**config.mk**
```make
export PLATFORM = sky130hd
export DESIGN_NAME = rmc_top
export DESIGN_NICKNAME = d
export VERILOG_FILES = /design/src/hw/rmc_pkg.sv /design/src/hw/rmc_sync.sv /design/src/hw/rmc_top.sv
export SDC_FILE = /design/constraint.sdc
export NUM_CORES = 1
export LEC_CHECK = 0
export ABC_AREA = 1
export BUFFER_PORTS_ARGS = -buffer_cell sky130_fd_sc_hd__buf_4
export CORE_MARGIN = 2
export CORE_UTILIZATION = 55
export CTS_BUF_LIST = sky130_fd_sc_hd__clkbuf_16
export CTS_CLUSTER_SIZE = 10
export DETAILED_ROUTE_END_ITERATION = 7
export GPL_TIMING_DRIVEN = 0
export PLACE_DENSITY_LB_ADDON = 0.15
export SLEW_MARGIN = 20
export SYNTH_ARGS = -nofsm -noshare
export SYNTH_HDL_FRONTEND = slang
export SYNTH_SLANG_ARGS = --single-unit
```
**constraint.sdc**
```tcl
create_clock -name clk_sys -period 5.6 [get_ports clk_sys]
set_input_delay 0.84 -clock clk_sys [delete_from_list [all_inputs] [get_ports clk_sys]]
set_output_delay 0.84 -clock clk_sys [all_outputs]
set_load 0.05 [all_outputs]
```
**src/hw/rmc_pkg.sv**
```systemverilog
// Purpose: shared constants and types of the regulator mode control block
// Assumes: 25 MHz system clock, 32-bit AXI4-Lite register access
// Notes: every offset lives here, with the ctrl and mask reset values and all cycle counts but the sync window, which rmc_top derives
package rmc_pkg;
	// clock and derived delays
	localparam int CLK_PERIOD_NS = 40; // 25 MHz
	localparam int SLEEP_DLY_US = 103; // shutdown glitch filter
	localparam int SLEEP_DLY_CYC = (SLEEP_DLY_US * 1000 + CLK_PERIOD_NS - 1) / CLK_PERIOD_NS;
	localparam int TON_MIN_NS = 95; // shortest high-side pulse
	localparam int TON_MIN_CYC = (TON_MIN_NS + CLK_PERIOD_NS - 1) / CLK_PERIOD_NS;
	localparam int QUAL_TICKS = 2048; // oscillator ticks before keep-alive entry
	// external sync window, frequency ratio times ten
	localparam int SYNC_RATIO_MIN_X10 = 12;
	localparam int SYNC_RATIO_MAX_X10 = 15;
	localparam int OSC_DIV_DEF = 30; // base oscillator divider of clk_sys
	// register byte offsets
	localparam logic [7:0] OFS_CTRL = 8'h00;
	localparam logic [7:0] OFS_STATE = 8'h04;
	localparam logic [7:0] OFS_STATUS = 8'h08;
	localparam logic [7:0] OFS_MASK = 8'h0c;
	// reset values
	localparam logic [7:0] CTRL_RST = 8'h01; // sync enabled
	localparam logic [7:0] MASK_RST = 8'h00;
	// control field
	localparam int CTRL_SYNC_EN = 0;
	// status event bits
	localparam int EV_SLEEP = 0;
	localparam int EV_KEEPALIVE = 1;
	localparam int EV_REDUCED = 2;
	localparam int EV_AUXRST = 3;
	localparam int EV_BOOT_OV = 4;
	localparam int EV_BOOT_UV = 5;
	localparam int EV_SKIP = 6;
	localparam int EV_W = 7;
	// axi responses
	localparam logic [1:0] RESP_OKAY = 2'h0;
	localparam logic [1:0] RESP_SLVERR = 2'h2;
	// operating modes
	typedef enum logic [2:0] {
		ST_SLEEP,
		ST_FIXED,
		ST_QUALIFY,
		ST_KEEPALIVE,
		ST_REDUCED,
		ST_AUXRST
	} rmc_mode_t;
endpackage

```
**src/hw/rmc_sync.sv**
```systemverilog
// Purpose: two-flop synchroniser for a group of pin levels
// Assumes: inputs are slow levels, not buses that must stay coherent
// Notes: first stage is read by the second stage only
`timescale 1ns/10ps
module rmc_sync #(
	parameter int W = 1
) (
	// clock and reset
	input wire logic clk_sys,
	input wire logic sys_rst,
	// levels
	input wire logic [W-1:0] d,
	output logic [W-1:0] q
);
	logic [W-1:0] meta_r; // first stage, metastability catch

	////////////////////////////////////////////////////////////////
	// two stages, both cleared at reset
	always_ff @(posedge clk_sys or posedge sys_rst) begin
		if (sys_rst) begin
			meta_r <= '0;
			q <= '0;
		end else begin
			meta_r <= d;
			q <= meta_r;
		end
	end
endmodule

```
**src/hw/rmc_top.sv**
```systemverilog
// Purpose: mode control of a switching regulator with AXI4-Lite registers
// Assumes: analog comparators and fault detectors arrive as digital levels
// Notes: all pin inputs pass rmc_sync before use
//
// Design decisions made here: the placing of the registers and the AXI4-Lite register port.
`timescale 1ns/10ps
module rmc_top #(
	parameter int OSC_DIV = rmc_pkg::OSC_DIV_DEF
) (
	// clock and reset
	input wire logic clk_sys,
	input wire logic sys_rst,
	// axi4-lite write
	input wire logic [7:0] s_axi_awaddr,
	input wire logic s_axi_awvalid,
	output logic s_axi_awready,
	input wire logic [31:0] s_axi_wdata,
	input wire logic [3:0] s_axi_wstrb,
	input wire logic s_axi_wvalid,
	output logic s_axi_wready,
	output logic [1:0] s_axi_bresp,
	output logic s_axi_bvalid,
	input wire logic s_axi_bready,
	// axi4-lite read
	input wire logic [7:0] s_axi_araddr,
	input wire logic s_axi_arvalid,
	output logic s_axi_arready,
	output logic [31:0] s_axi_rdata,
	output logic [1:0] s_axi_rresp,
	output logic s_axi_rvalid,
	input wire logic s_axi_rready,
	// host pins
	input wire logic run_req_in,
	input wire logic mode_select_input,
	// supply and analog status
	input wire logic aux_supply_ok,
	input wire logic vin_present,
	input wire logic ss_above_th,
	input wire logic vout_valid,
	input wire logic ramp_above_err,
	input wire logic err_below_offset,
	input wire logic pfm_pulse_req,
	// fault detectors
	input wire logic fault_diode_missing,
	input wire logic fault_boot_ov,
	input wire logic fault_boot_uv,
	input wire logic fault_vout_short,
	input wire logic fault_sw_short,
	input wire logic prot_fault,
	// power stage controls
	output logic hs_switch_on,
	output logic comp_pull_low,
	output logic ss_pull_low,
	output logic ilim_half,
	output logic fault_detect_en,
	// open-drain power-ok
	output logic power_ok_output_o,
	output logic power_ok_output_oe,
	// interrupt
	output logic irq
);
	localparam int SYNC_MIN_CYC = OSC_DIV * 10 / rmc_pkg::SYNC_RATIO_MAX_X10;
	localparam int SYNC_MAX_CYC = OSC_DIV * 10 / rmc_pkg::SYNC_RATIO_MIN_X10;

	////////////////////////////////////////////////////////////////
	// pin synchronisation
	logic [14:0] pin_s; // synchronised pin levels
	logic run_s, mode_s, aux_s, vin_s, ss_s, vok_s, ramp_s, errlo_s, pfm_s;
	logic dio_s, bov_s, buv_s, vsh_s, swsh_s, prot_s;
	rmc_sync #(.W(15)) u_sync (
		.clk_sys(clk_sys),
		.sys_rst(sys_rst),
		.d({run_req_in, mode_select_input, aux_supply_ok, vin_present, ss_above_th,
			vout_valid, ramp_above_err, err_below_offset, pfm_pulse_req,
			fault_diode_missing, fault_boot_ov, fault_boot_uv, fault_vout_short,
			fault_sw_short, prot_fault}),
		.q(pin_s)
	);
	assign {run_s, mode_s, aux_s, vin_s, ss_s, vok_s, ramp_s, errlo_s, pfm_s,
		dio_s, bov_s, buv_s, vsh_s, swsh_s, prot_s} = pin_s;

	logic mode_d_r; // previous mode level, edge detection
	logic mode_rise, mode_fall;
	logic ka_fault; // faults seen by the keep-alive detectors
	logic aux_lost; // bias gone while input power stays
	assign mode_rise = mode_s & ~mode_d_r;
	assign mode_fall = ~mode_s & mode_d_r;
	assign ka_fault = dio_s | bov_s | buv_s | vsh_s | swsh_s;
	assign aux_lost = vin_s & ~aux_s;

	////////////////////////////////////////////////////////////////
	// registers
	localparam int EV_W_L = rmc_pkg::EV_W; // width of status and mask
	logic [7:0] ctrl_r; // software control
	logic [EV_W_L-1:0] status_r; // sticky events
	logic [EV_W_L-1:0] mask_r; // interrupt enables
	logic [EV_W_L-1:0] ev; // event pulses this cycle
	logic [EV_W_L-1:0] st_clr; // write-one-to-clear pulses
	rmc_pkg::rmc_mode_t state_r, state_nxt;

	////////////////////////////////////////////////////////////////
	// shutdown filter: a low must persist before sleep is entered
	logic [11:0] sleep_cnt_r;
	logic asleep_r;
	always_ff @(posedge clk_sys or posedge sys_rst) begin
		if (sys_rst) begin
			sleep_cnt_r <= 12'h000;
			asleep_r <= 1'b1;
		end else if (run_s) begin
			sleep_cnt_r <= 12'h000;
			asleep_r <= 1'b0;
		end else if (sleep_cnt_r == 12'(rmc_pkg::SLEEP_DLY_CYC - 1)) begin
			asleep_r <= 1'b1;
		end else begin
			sleep_cnt_r <= sleep_cnt_r + 12'h001;
		end
	end

	////////////////////////////////////////////////////////////////
	// base oscillator and external sync detection
	logic [7:0] osc_cnt_r;
	logic osc_tick;
	logic [7:0] ext_cnt_r; // clk_sys cycles since last mode rise
	logic sync_lock_r;
	logic cyc_start;
	assign osc_tick = (osc_cnt_r == 8'(OSC_DIV - 1));
	assign cyc_start = sync_lock_r ? mode_rise : osc_tick;
	always_ff @(posedge clk_sys or posedge sys_rst) begin
		if (sys_rst) begin
			osc_cnt_r <= 8'h00;
		end else if (osc_tick) begin
			osc_cnt_r <= 8'h00;
		end else begin
			osc_cnt_r <= osc_cnt_r + 8'h01;
		end
	end
	// lock only while edges keep arriving inside the window
	always_ff @(posedge clk_sys or posedge sys_rst) begin
		if (sys_rst) begin
			ext_cnt_r <= 8'hff;
			sync_lock_r <= 1'b0;
			mode_d_r <= 1'b0;
		end else begin
			mode_d_r <= mode_s;
			if (mode_rise) begin
				ext_cnt_r <= 8'h00;
				sync_lock_r <= ctrl_r[rmc_pkg::CTRL_SYNC_EN] && ext_cnt_r >= 8'(SYNC_MIN_CYC)
					&& ext_cnt_r <= 8'(SYNC_MAX_CYC);
			end else begin
				if (ext_cnt_r != 8'hff)
					ext_cnt_r <= ext_cnt_r + 8'h01;
				if (ext_cnt_r > 8'(SYNC_MAX_CYC))
					sync_lock_r <= 1'b0; // clock stopped, fall back
			end
		end
	end

	////////////////////////////////////////////////////////////////
	// mode state machine
	logic [11:0] qual_cnt_r;
	always_comb begin
		state_nxt = state_r;
		if (aux_lost)
			state_nxt = rmc_pkg::ST_AUXRST;
		else if (asleep_r && state_r != rmc_pkg::ST_AUXRST)
			state_nxt = rmc_pkg::ST_SLEEP;
		else begin
			case (state_r)
				rmc_pkg::ST_SLEEP: state_nxt = rmc_pkg::ST_FIXED;
				rmc_pkg::ST_FIXED: begin
					if (mode_fall && ss_s && vok_s)
						state_nxt = rmc_pkg::ST_QUALIFY;
				end
				rmc_pkg::ST_QUALIFY: begin
					if (mode_rise)
						state_nxt = rmc_pkg::ST_FIXED;
					else if (osc_tick && qual_cnt_r == 12'(rmc_pkg::QUAL_TICKS - 1))
						state_nxt = ka_fault ? rmc_pkg::ST_REDUCED : rmc_pkg::ST_KEEPALIVE;
				end
				rmc_pkg::ST_KEEPALIVE: begin
					if (mode_rise)
						state_nxt = rmc_pkg::ST_FIXED;
					else if (ka_fault)
						state_nxt = rmc_pkg::ST_REDUCED;
				end
				rmc_pkg::ST_REDUCED: begin
					if (mode_rise)
						state_nxt = rmc_pkg::ST_FIXED;
					else if (!ka_fault)
						state_nxt = rmc_pkg::ST_KEEPALIVE;
				end
				rmc_pkg::ST_AUXRST: state_nxt = rmc_pkg::ST_SLEEP;
				default: state_nxt = rmc_pkg::ST_SLEEP;
			endcase
		end
	end
	always_ff @(posedge clk_sys or posedge sys_rst) begin
		if (sys_rst)
			state_r <= rmc_pkg::ST_SLEEP;
		else
			state_r <= state_nxt;
	end
	// qualification counts oscillator ticks, not system cycles
	always_ff @(posedge clk_sys or posedge sys_rst) begin
		if (sys_rst)
			qual_cnt_r <= 12'h000;
		else if (state_r != rmc_pkg::ST_QUALIFY)
			qual_cnt_r <= 12'h000;
		else if (osc_tick)
			qual_cnt_r <= qual_cnt_r + 12'h001;
	end

	////////////////////////////////////////////////////////////////
	// switching cycle flip-flop, reset-dominant
	logic pwm_ff_r, pwm_ff_nxt;
	logic [3:0] on_cnt_r; // cycles since high-side turn-on
	logic sw_allow;
	logic ff_reset;
	assign sw_allow = !prot_s && (state_r == rmc_pkg::ST_FIXED
		|| state_r == rmc_pkg::ST_QUALIFY || state_r == rmc_pkg::ST_REDUCED);
	// blanking keeps the shortest pulse; ramp compare ends it afterwards
	assign ff_reset = ramp_s && on_cnt_r >= 4'(rmc_pkg::TON_MIN_CYC - 1);
	always_comb begin
		pwm_ff_nxt = pwm_ff_r;
		if (!sw_allow)
			pwm_ff_nxt = 1'b0;
		else if (pwm_ff_r) begin
			if (ff_reset)
				pwm_ff_nxt = 1'b0;
		end else if (cyc_start && !errlo_s && !ramp_s)
			pwm_ff_nxt = 1'b1;
	end
	always_ff @(posedge clk_sys or posedge sys_rst) begin
		if (sys_rst) begin
			pwm_ff_r <= 1'b0;
			on_cnt_r <= 4'h0;
		end else begin
			pwm_ff_r <= pwm_ff_nxt;
			if (!pwm_ff_r)
				on_cnt_r <= 4'h0;
			else if (on_cnt_r != 4'hf)
				on_cnt_r <= on_cnt_r + 4'h1;
		end
	end

	////////////////////////////////////////////////////////////////
	// registered power stage outputs
	always_ff @(posedge clk_sys or posedge sys_rst) begin
		if (sys_rst) begin
			hs_switch_on <= 1'b0;
			comp_pull_low <= 1'b1;
			ss_pull_low <= 1'b1;
			ilim_half <= 1'b0;
			fault_detect_en <= 1'b0;
			power_ok_output_o <= 1'b0;
			power_ok_output_oe <= 1'b1;
		end else begin
			// keep-alive pulses come from the pulse logic outside
			hs_switch_on <= (state_r == rmc_pkg::ST_KEEPALIVE) ? (pfm_s && !prot_s)
				: pwm_ff_nxt;
			comp_pull_low <= prot_s || state_r == rmc_pkg::ST_SLEEP
				|| state_r == rmc_pkg::ST_AUXRST;
			ss_pull_low <= prot_s || state_r == rmc_pkg::ST_SLEEP
				|| state_r == rmc_pkg::ST_AUXRST;
			ilim_half <= state_r == rmc_pkg::ST_REDUCED;
			fault_detect_en <= state_r == rmc_pkg::ST_FIXED || state_r == rmc_pkg::ST_QUALIFY
				|| state_r == rmc_pkg::ST_REDUCED;
			power_ok_output_o <= 1'b0;
			power_ok_output_oe <= !vok_s || state_r == rmc_pkg::ST_SLEEP
				|| state_r == rmc_pkg::ST_AUXRST;
		end
	end

	////////////////////////////////////////////////////////////////
	// events, sticky status and interrupt
	always_comb begin
		ev = '0;
		ev[rmc_pkg::EV_SLEEP] = state_nxt == rmc_pkg::ST_SLEEP && state_r != rmc_pkg::ST_SLEEP;
		ev[rmc_pkg::EV_KEEPALIVE] = state_nxt == rmc_pkg::ST_KEEPALIVE
			&& state_r != rmc_pkg::ST_KEEPALIVE;
		ev[rmc_pkg::EV_REDUCED] = state_nxt == rmc_pkg::ST_REDUCED
			&& state_r != rmc_pkg::ST_REDUCED;
		ev[rmc_pkg::EV_AUXRST] = state_nxt == rmc_pkg::ST_AUXRST
			&& state_r != rmc_pkg::ST_AUXRST;
		ev[rmc_pkg::EV_BOOT_OV] = bov_s;
		ev[rmc_pkg::EV_BOOT_UV] = buv_s;
		ev[rmc_pkg::EV_SKIP] = sw_allow && cyc_start && !pwm_ff_r && errlo_s;
	end
	// set wins over a clear in the same cycle
	always_ff @(posedge clk_sys or posedge sys_rst) begin
		if (sys_rst) begin
			status_r <= '0;
			irq <= 1'b0;
		end else begin
			status_r <= (status_r & ~st_clr) | ev;
			irq <= |(status_r & mask_r);
		end
	end

	////////////////////////////////////////////////////////////////
	// axi4-lite slave
	function automatic logic reg_hit(input logic [7:0] a);
		reg_hit = a == rmc_pkg::OFS_CTRL || a == rmc_pkg::OFS_STATE
			|| a == rmc_pkg::OFS_STATUS || a == rmc_pkg::OFS_MASK;
	endfunction
	logic [7:0] wa_r; // held write address
	logic [7:0] wd_r; // held low data byte
	logic wb_r; // held low byte strobe
	logic aw_got_r, w_got_r;
	logic do_wr;
	assign do_wr = aw_got_r && w_got_r && !s_axi_bvalid;
	assign st_clr = (do_wr && wa_r == rmc_pkg::OFS_STATUS && wb_r) ? wd_r[EV_W_L-1:0] : '0;
	// write channel: address and data in either order
	always_ff @(posedge clk_sys or posedge sys_rst) begin
		if (sys_rst) begin
			s_axi_awready <= 1'b1;
			s_axi_wready <= 1'b1;
			s_axi_bvalid <= 1'b0;
			s_axi_bresp <= rmc_pkg::RESP_OKAY;
			aw_got_r <= 1'b0;
			w_got_r <= 1'b0;
			wa_r <= 8'h00;
			wd_r <= 8'h00;
			wb_r <= 1'b0;
			ctrl_r <= rmc_pkg::CTRL_RST;
			mask_r <= rmc_pkg::MASK_RST[EV_W_L-1:0];
		end else begin
			if (s_axi_awvalid && s_axi_awready) begin
				wa_r <= {s_axi_awaddr[7:2], 2'h0};
				aw_got_r <= 1'b1;
				s_axi_awready <= 1'b0;
			end
			if (s_axi_wvalid && s_axi_wready) begin
				wd_r <= s_axi_wdata[7:0];
				wb_r <= s_axi_wstrb[0];
				w_got_r <= 1'b1;
				s_axi_wready <= 1'b0;
			end
			if (do_wr) begin
				s_axi_bvalid <= 1'b1;
				s_axi_bresp <= reg_hit(wa_r) ? rmc_pkg::RESP_OKAY : rmc_pkg::RESP_SLVERR;
				if (wb_r && wa_r == rmc_pkg::OFS_CTRL)
					ctrl_r <= {7'h00, wd_r[rmc_pkg::CTRL_SYNC_EN]};
				if (wb_r && wa_r == rmc_pkg::OFS_MASK)
					mask_r <= wd_r[EV_W_L-1:0];
			end
			if (s_axi_bvalid && s_axi_bready) begin
				s_axi_bvalid <= 1'b0;
				aw_got_r <= 1'b0;
				w_got_r <= 1'b0;
				s_axi_awready <= 1'b1;
				s_axi_wready <= 1'b1;
			end
		end
	end
	// read channel: data one cycle after the address is taken
	always_ff @(posedge clk_sys or posedge sys_rst) begin
		if (sys_rst) begin
			s_axi_arready <= 1'b1;
			s_axi_rvalid <= 1'b0;
			s_axi_rdata <= 32'h00000000;
			s_axi_rresp <= rmc_pkg::RESP_OKAY;
		end else if (s_axi_arvalid && s_axi_arready) begin
			s_axi_arready <= 1'b0;
			s_axi_rvalid <= 1'b1;
			s_axi_rresp <= reg_hit({s_axi_araddr[7:2], 2'h0}) ? rmc_pkg::RESP_OKAY
				: rmc_pkg::RESP_SLVERR;
			case ({s_axi_araddr[7:2], 2'h0})
				rmc_pkg::OFS_CTRL: s_axi_rdata <= {24'h000000, ctrl_r};
				rmc_pkg::OFS_STATE: s_axi_rdata <= {22'h000000, ka_fault, prot_s,
					!power_ok_output_oe, sync_lock_r, asleep_r, 2'h0, state_r};
				rmc_pkg::OFS_STATUS: s_axi_rdata <= {25'h0000000, status_r};
				rmc_pkg::OFS_MASK: s_axi_rdata <= {25'h0000000, mask_r};
				default: s_axi_rdata <= 32'h00000000;
			endcase
		end else if (s_axi_rvalid && s_axi_rready) begin
			s_axi_rvalid <= 1'b0;
			s_axi_arready <= 1'b1;
		end
	end
endmodule

```
==> impl_metrics.py <==
metrics = {
    "routing": {
        "drt.antenna.violating_nets": 0,
        "drt_wl_total_mm": 12.37,
        "post_drt_wl_per_cell_microns": 13.52,
        "drt-initial-drc-count": 268,
        "drc": 0,
        "vias_per_cell": 5.074,
        "first_pass_iters": 4,
        "vias": 4643,
    },
    "finish": {
        "final_util": 0.6855,
        "nets": 847,
        "drive_above_1_share": 0.2000,
        "nFillCells": 845,
        "diodes": 0,
        "syn_to_final_growth_pct": 22.98,
    },
    "worst_setup_path": {
        "crit_type": "reg2out",
        "r2r_slack_ns": 3.64,
        "cp_max_fo": 2,
        "ff2ff_path_depth": 6,
        "end_kind": "primary output",
        "start_kind": "flip-flop",
        "arrival_ns": 1.23,
        "cp_data_required_time_ns": 4.76,
    },
    "sta": {
        "fin_crit_ns": 2.074,
        "rsz0062_at_grt": "false",
        "fmax_mhz": 482.2,
        "final_hold_viol_count": 0,
        "maxSlewViolCount": 0,
        "clock_skew_ns": 0.009351,
        "setup_viol": 0,
        "slew_headroom": 0.6039,
        "finalCritPeriodShare": 0.3703,
        "hold-worst-slack_ns": 0.3473,
        "worstMarginPinSlew_ns": 0.5892,
    },
    "synthesis": {
        "synthFlopType": "dfrtp_1",
        "synthArstFlopShare": 1.000,
        "yosysWarnings": 0,
        "yosysUniqueCellTypes": 45,
        "syn_area_sq_um": 5989,
        "avgSynthCellArea_sq_um": 9.172,
        "synth-edff-count": 0,
        "ys_seq_elements": 135,
        "synthCells": 653,
        "yosysSeqAreaShare": 0.5672,
    },
    "clocking": {
        "ctsResizeCount": 0,
        "clockRootBuffer": "clkbuf_16",
        "clk_pin_slew_ns": 0.06,
        "postCtsSetupRepairBufs": 0,
        "cts_tree": "yes",
        "h-tree-depth": 4,
        "cts_buffer_depth": 2,
        "insertion_delay_ns": 0.42,
        "hold_buffers": 0,
        "cts_sinks": 135,
        "numCtsBuffers": 17,
    },
    "floorplanning": {
        "initial_core_util": 0.5574,
        "rows": 38,
        "ios": 123,
        "core_sq_um": 10750,
        "fp.dieArea_sq_um": 11740,
        "die_h_microns": 108.4,
        "die_w_microns": 108.4,
    },
    "flow_run": {
        "maxCapViolCount": 0,
    },
    "global_route": {
        "grt_antenna_before_repair": 0,
        "grt_pass1_wl_mm": 20.71,
        "grt_pass1_vias": 4522,
        "track_usage": 0.2318,
        "grt_overflow_total": 0,
        "grt_max_degree": 87,
    },
    "place": {
        "portBuffers": 65,
        "gp_congestion": 0.8300,
        "dpl.hpwl_mm": 8.671,
    },
    "power": {
        "power_leakage_uw": 0.003676,
        "powerDensity_nw_per_um2": 388.0,
        "ir_drop_uv": 268.4,
    },
    "hold_path": {
        "hp-class": "reg2reg",
        "min_delay_path_depth": 0,
    },
    "status": {
        "status": "finished clean",
    },
}
[critical path, stage by stage, from the launching register on]
cell and delay [ns]:
dfstp_2 0.54, buf_4 0.10, buf_4 0.18
[layer usage]
metal / routed length [microns] / up-vias / global-route usage
met5: 0 / - / 0
met4: 185 / 0 / 0.08700
met3: 508 / 18 / 0.06450
met2: 6313 / 100 / 0.3836
met1: 5362 / 2239 / 0.2919
li1: - / 2286 / -
[area by class of cell]
cell class / count / area [sq um] / area share
clock inverter: 15 / 162.7 / 0.02208
timing repair buffer: 66 / 515.5 / 0.06998
sequential: 135 / 3397 / 0.4612
clock buffer: 17 / 425.4 / 0.05775
buffer: 32 / 220.2 / 0.02990
multi-input combinational: 415 / 2106 / 0.2859
tap: 140 / 175.2 / 0.02378
inverter: 95 / 364.1 / 0.04943
[report_power, final]
part,switching [uW],leakage [uW],internal (uW),total [uW]
Sequential,87.2,0.00167,1130,1210
Clock,415,0.000296,693,1110
Combinational,372,0.00171,165,537
[final timing paths]
path                                end               from
max in group asynchronous   ss_pull_low            sys_rst
min reg2reg                u_sync.q[14]  u_sync.meta_r[14]
min                        u_sync.q[14]  u_sync.meta_r[14]
max reg2reg                 status_r[6]       s_axi_bvalid
max                         ss_pull_low        ss_pull_low
min in group asynchronous   u_sync.q[7]            sys_rst
[layout by cell type, fill, tap and decap left out, types with 8 or more instances in the layout]
master     count
nand4_1       11
conb_1        25
inv_1         94
ha_1          11
nor3_1         8
dfrtp_1      120
dfstp_2       15
buf_4         91
o21ai_0       59
a21oi_1       23
clkbuf_16     17
nand2_1      139
nand3_1       36
nor2_1        50
[logic make-up after synthesis]
logic type                 after synthesis  share of synthesized area
muxes                                    1                   0.001671
AOI/OAI and AO/OA                      108                    0.09985
and+or+nand+nor                        264                     0.2026
adders and majority gates               11                    0.02298
buffers and inverters                  127                    0.09630
other                                    1                  0.0006261
DFF                                    135                     0.5672
xor gates and xnor gates                 6                   0.008774
[cell usage after synthesis, types with 2 or more instances]
cell | count | area [sq um]
a21oi_1 | 23 | 115.1
a221oi_1 | 2 | 17.52
a22oi_1 | 2 | 15.01
a31oi_1 | 4 | 25.02
buf_2 | 2 | 10.01
buf_4 | 26 | 195.2
clkbuf_1 | 4 | 15.01
dfrtp_1 | 120 | 3003
dfstp_2 | 15 | 394.1
ha_1 | 11 | 137.6
inv_1 | 93 | 349.1
inv_2 | 2 | 7.510
nand2_1 | 139 | 521.8
nand2_2 | 2 | 12.51
nand3_1 | 36 | 180.2
nand4_1 | 11 | 68.82
nor2_1 | 50 | 187.7
nor2_4 | 3 | 33.78
nor3_1 | 8 | 40.04
nor4_1 | 3 | 18.77
nor4_2 | 3 | 37.54
o2111ai_1 | 2 | 17.52
o21a_1 | 3 | 22.52
o21ai_0 | 59 | 295.3
o21ai_1 | 5 | 25.02
o21bai_1 | 2 | 15.01
xor2_1 | 5 | 43.79
[through the flow]
step,total power [uW],std cells,instance area [sq um],setup slack [ns],TNS (ns)
floorplan,1590,677,6080,1.174,0
global placement,1733,882,6743,-0.1623,-18.83
detailed placement,1759,883,6778,3.277,0
CTS,2878,915,7366,3.507,0
global route,2994,915,7366,3.451,0
finish,2858,915,7366,3.526,0
[flip-flops by register name, summed over array words and instances (netlist names), 8 cells and up]
signal,cells
osc_cnt_r,8
ext_cnt_r,8
u_sync.meta_r,15
qual_cnt_r,12
s_axi_rdata,10
sleep_cnt_r,12
u_sync.q,15
Note: power is estimated with default switching activity, not from simulation.
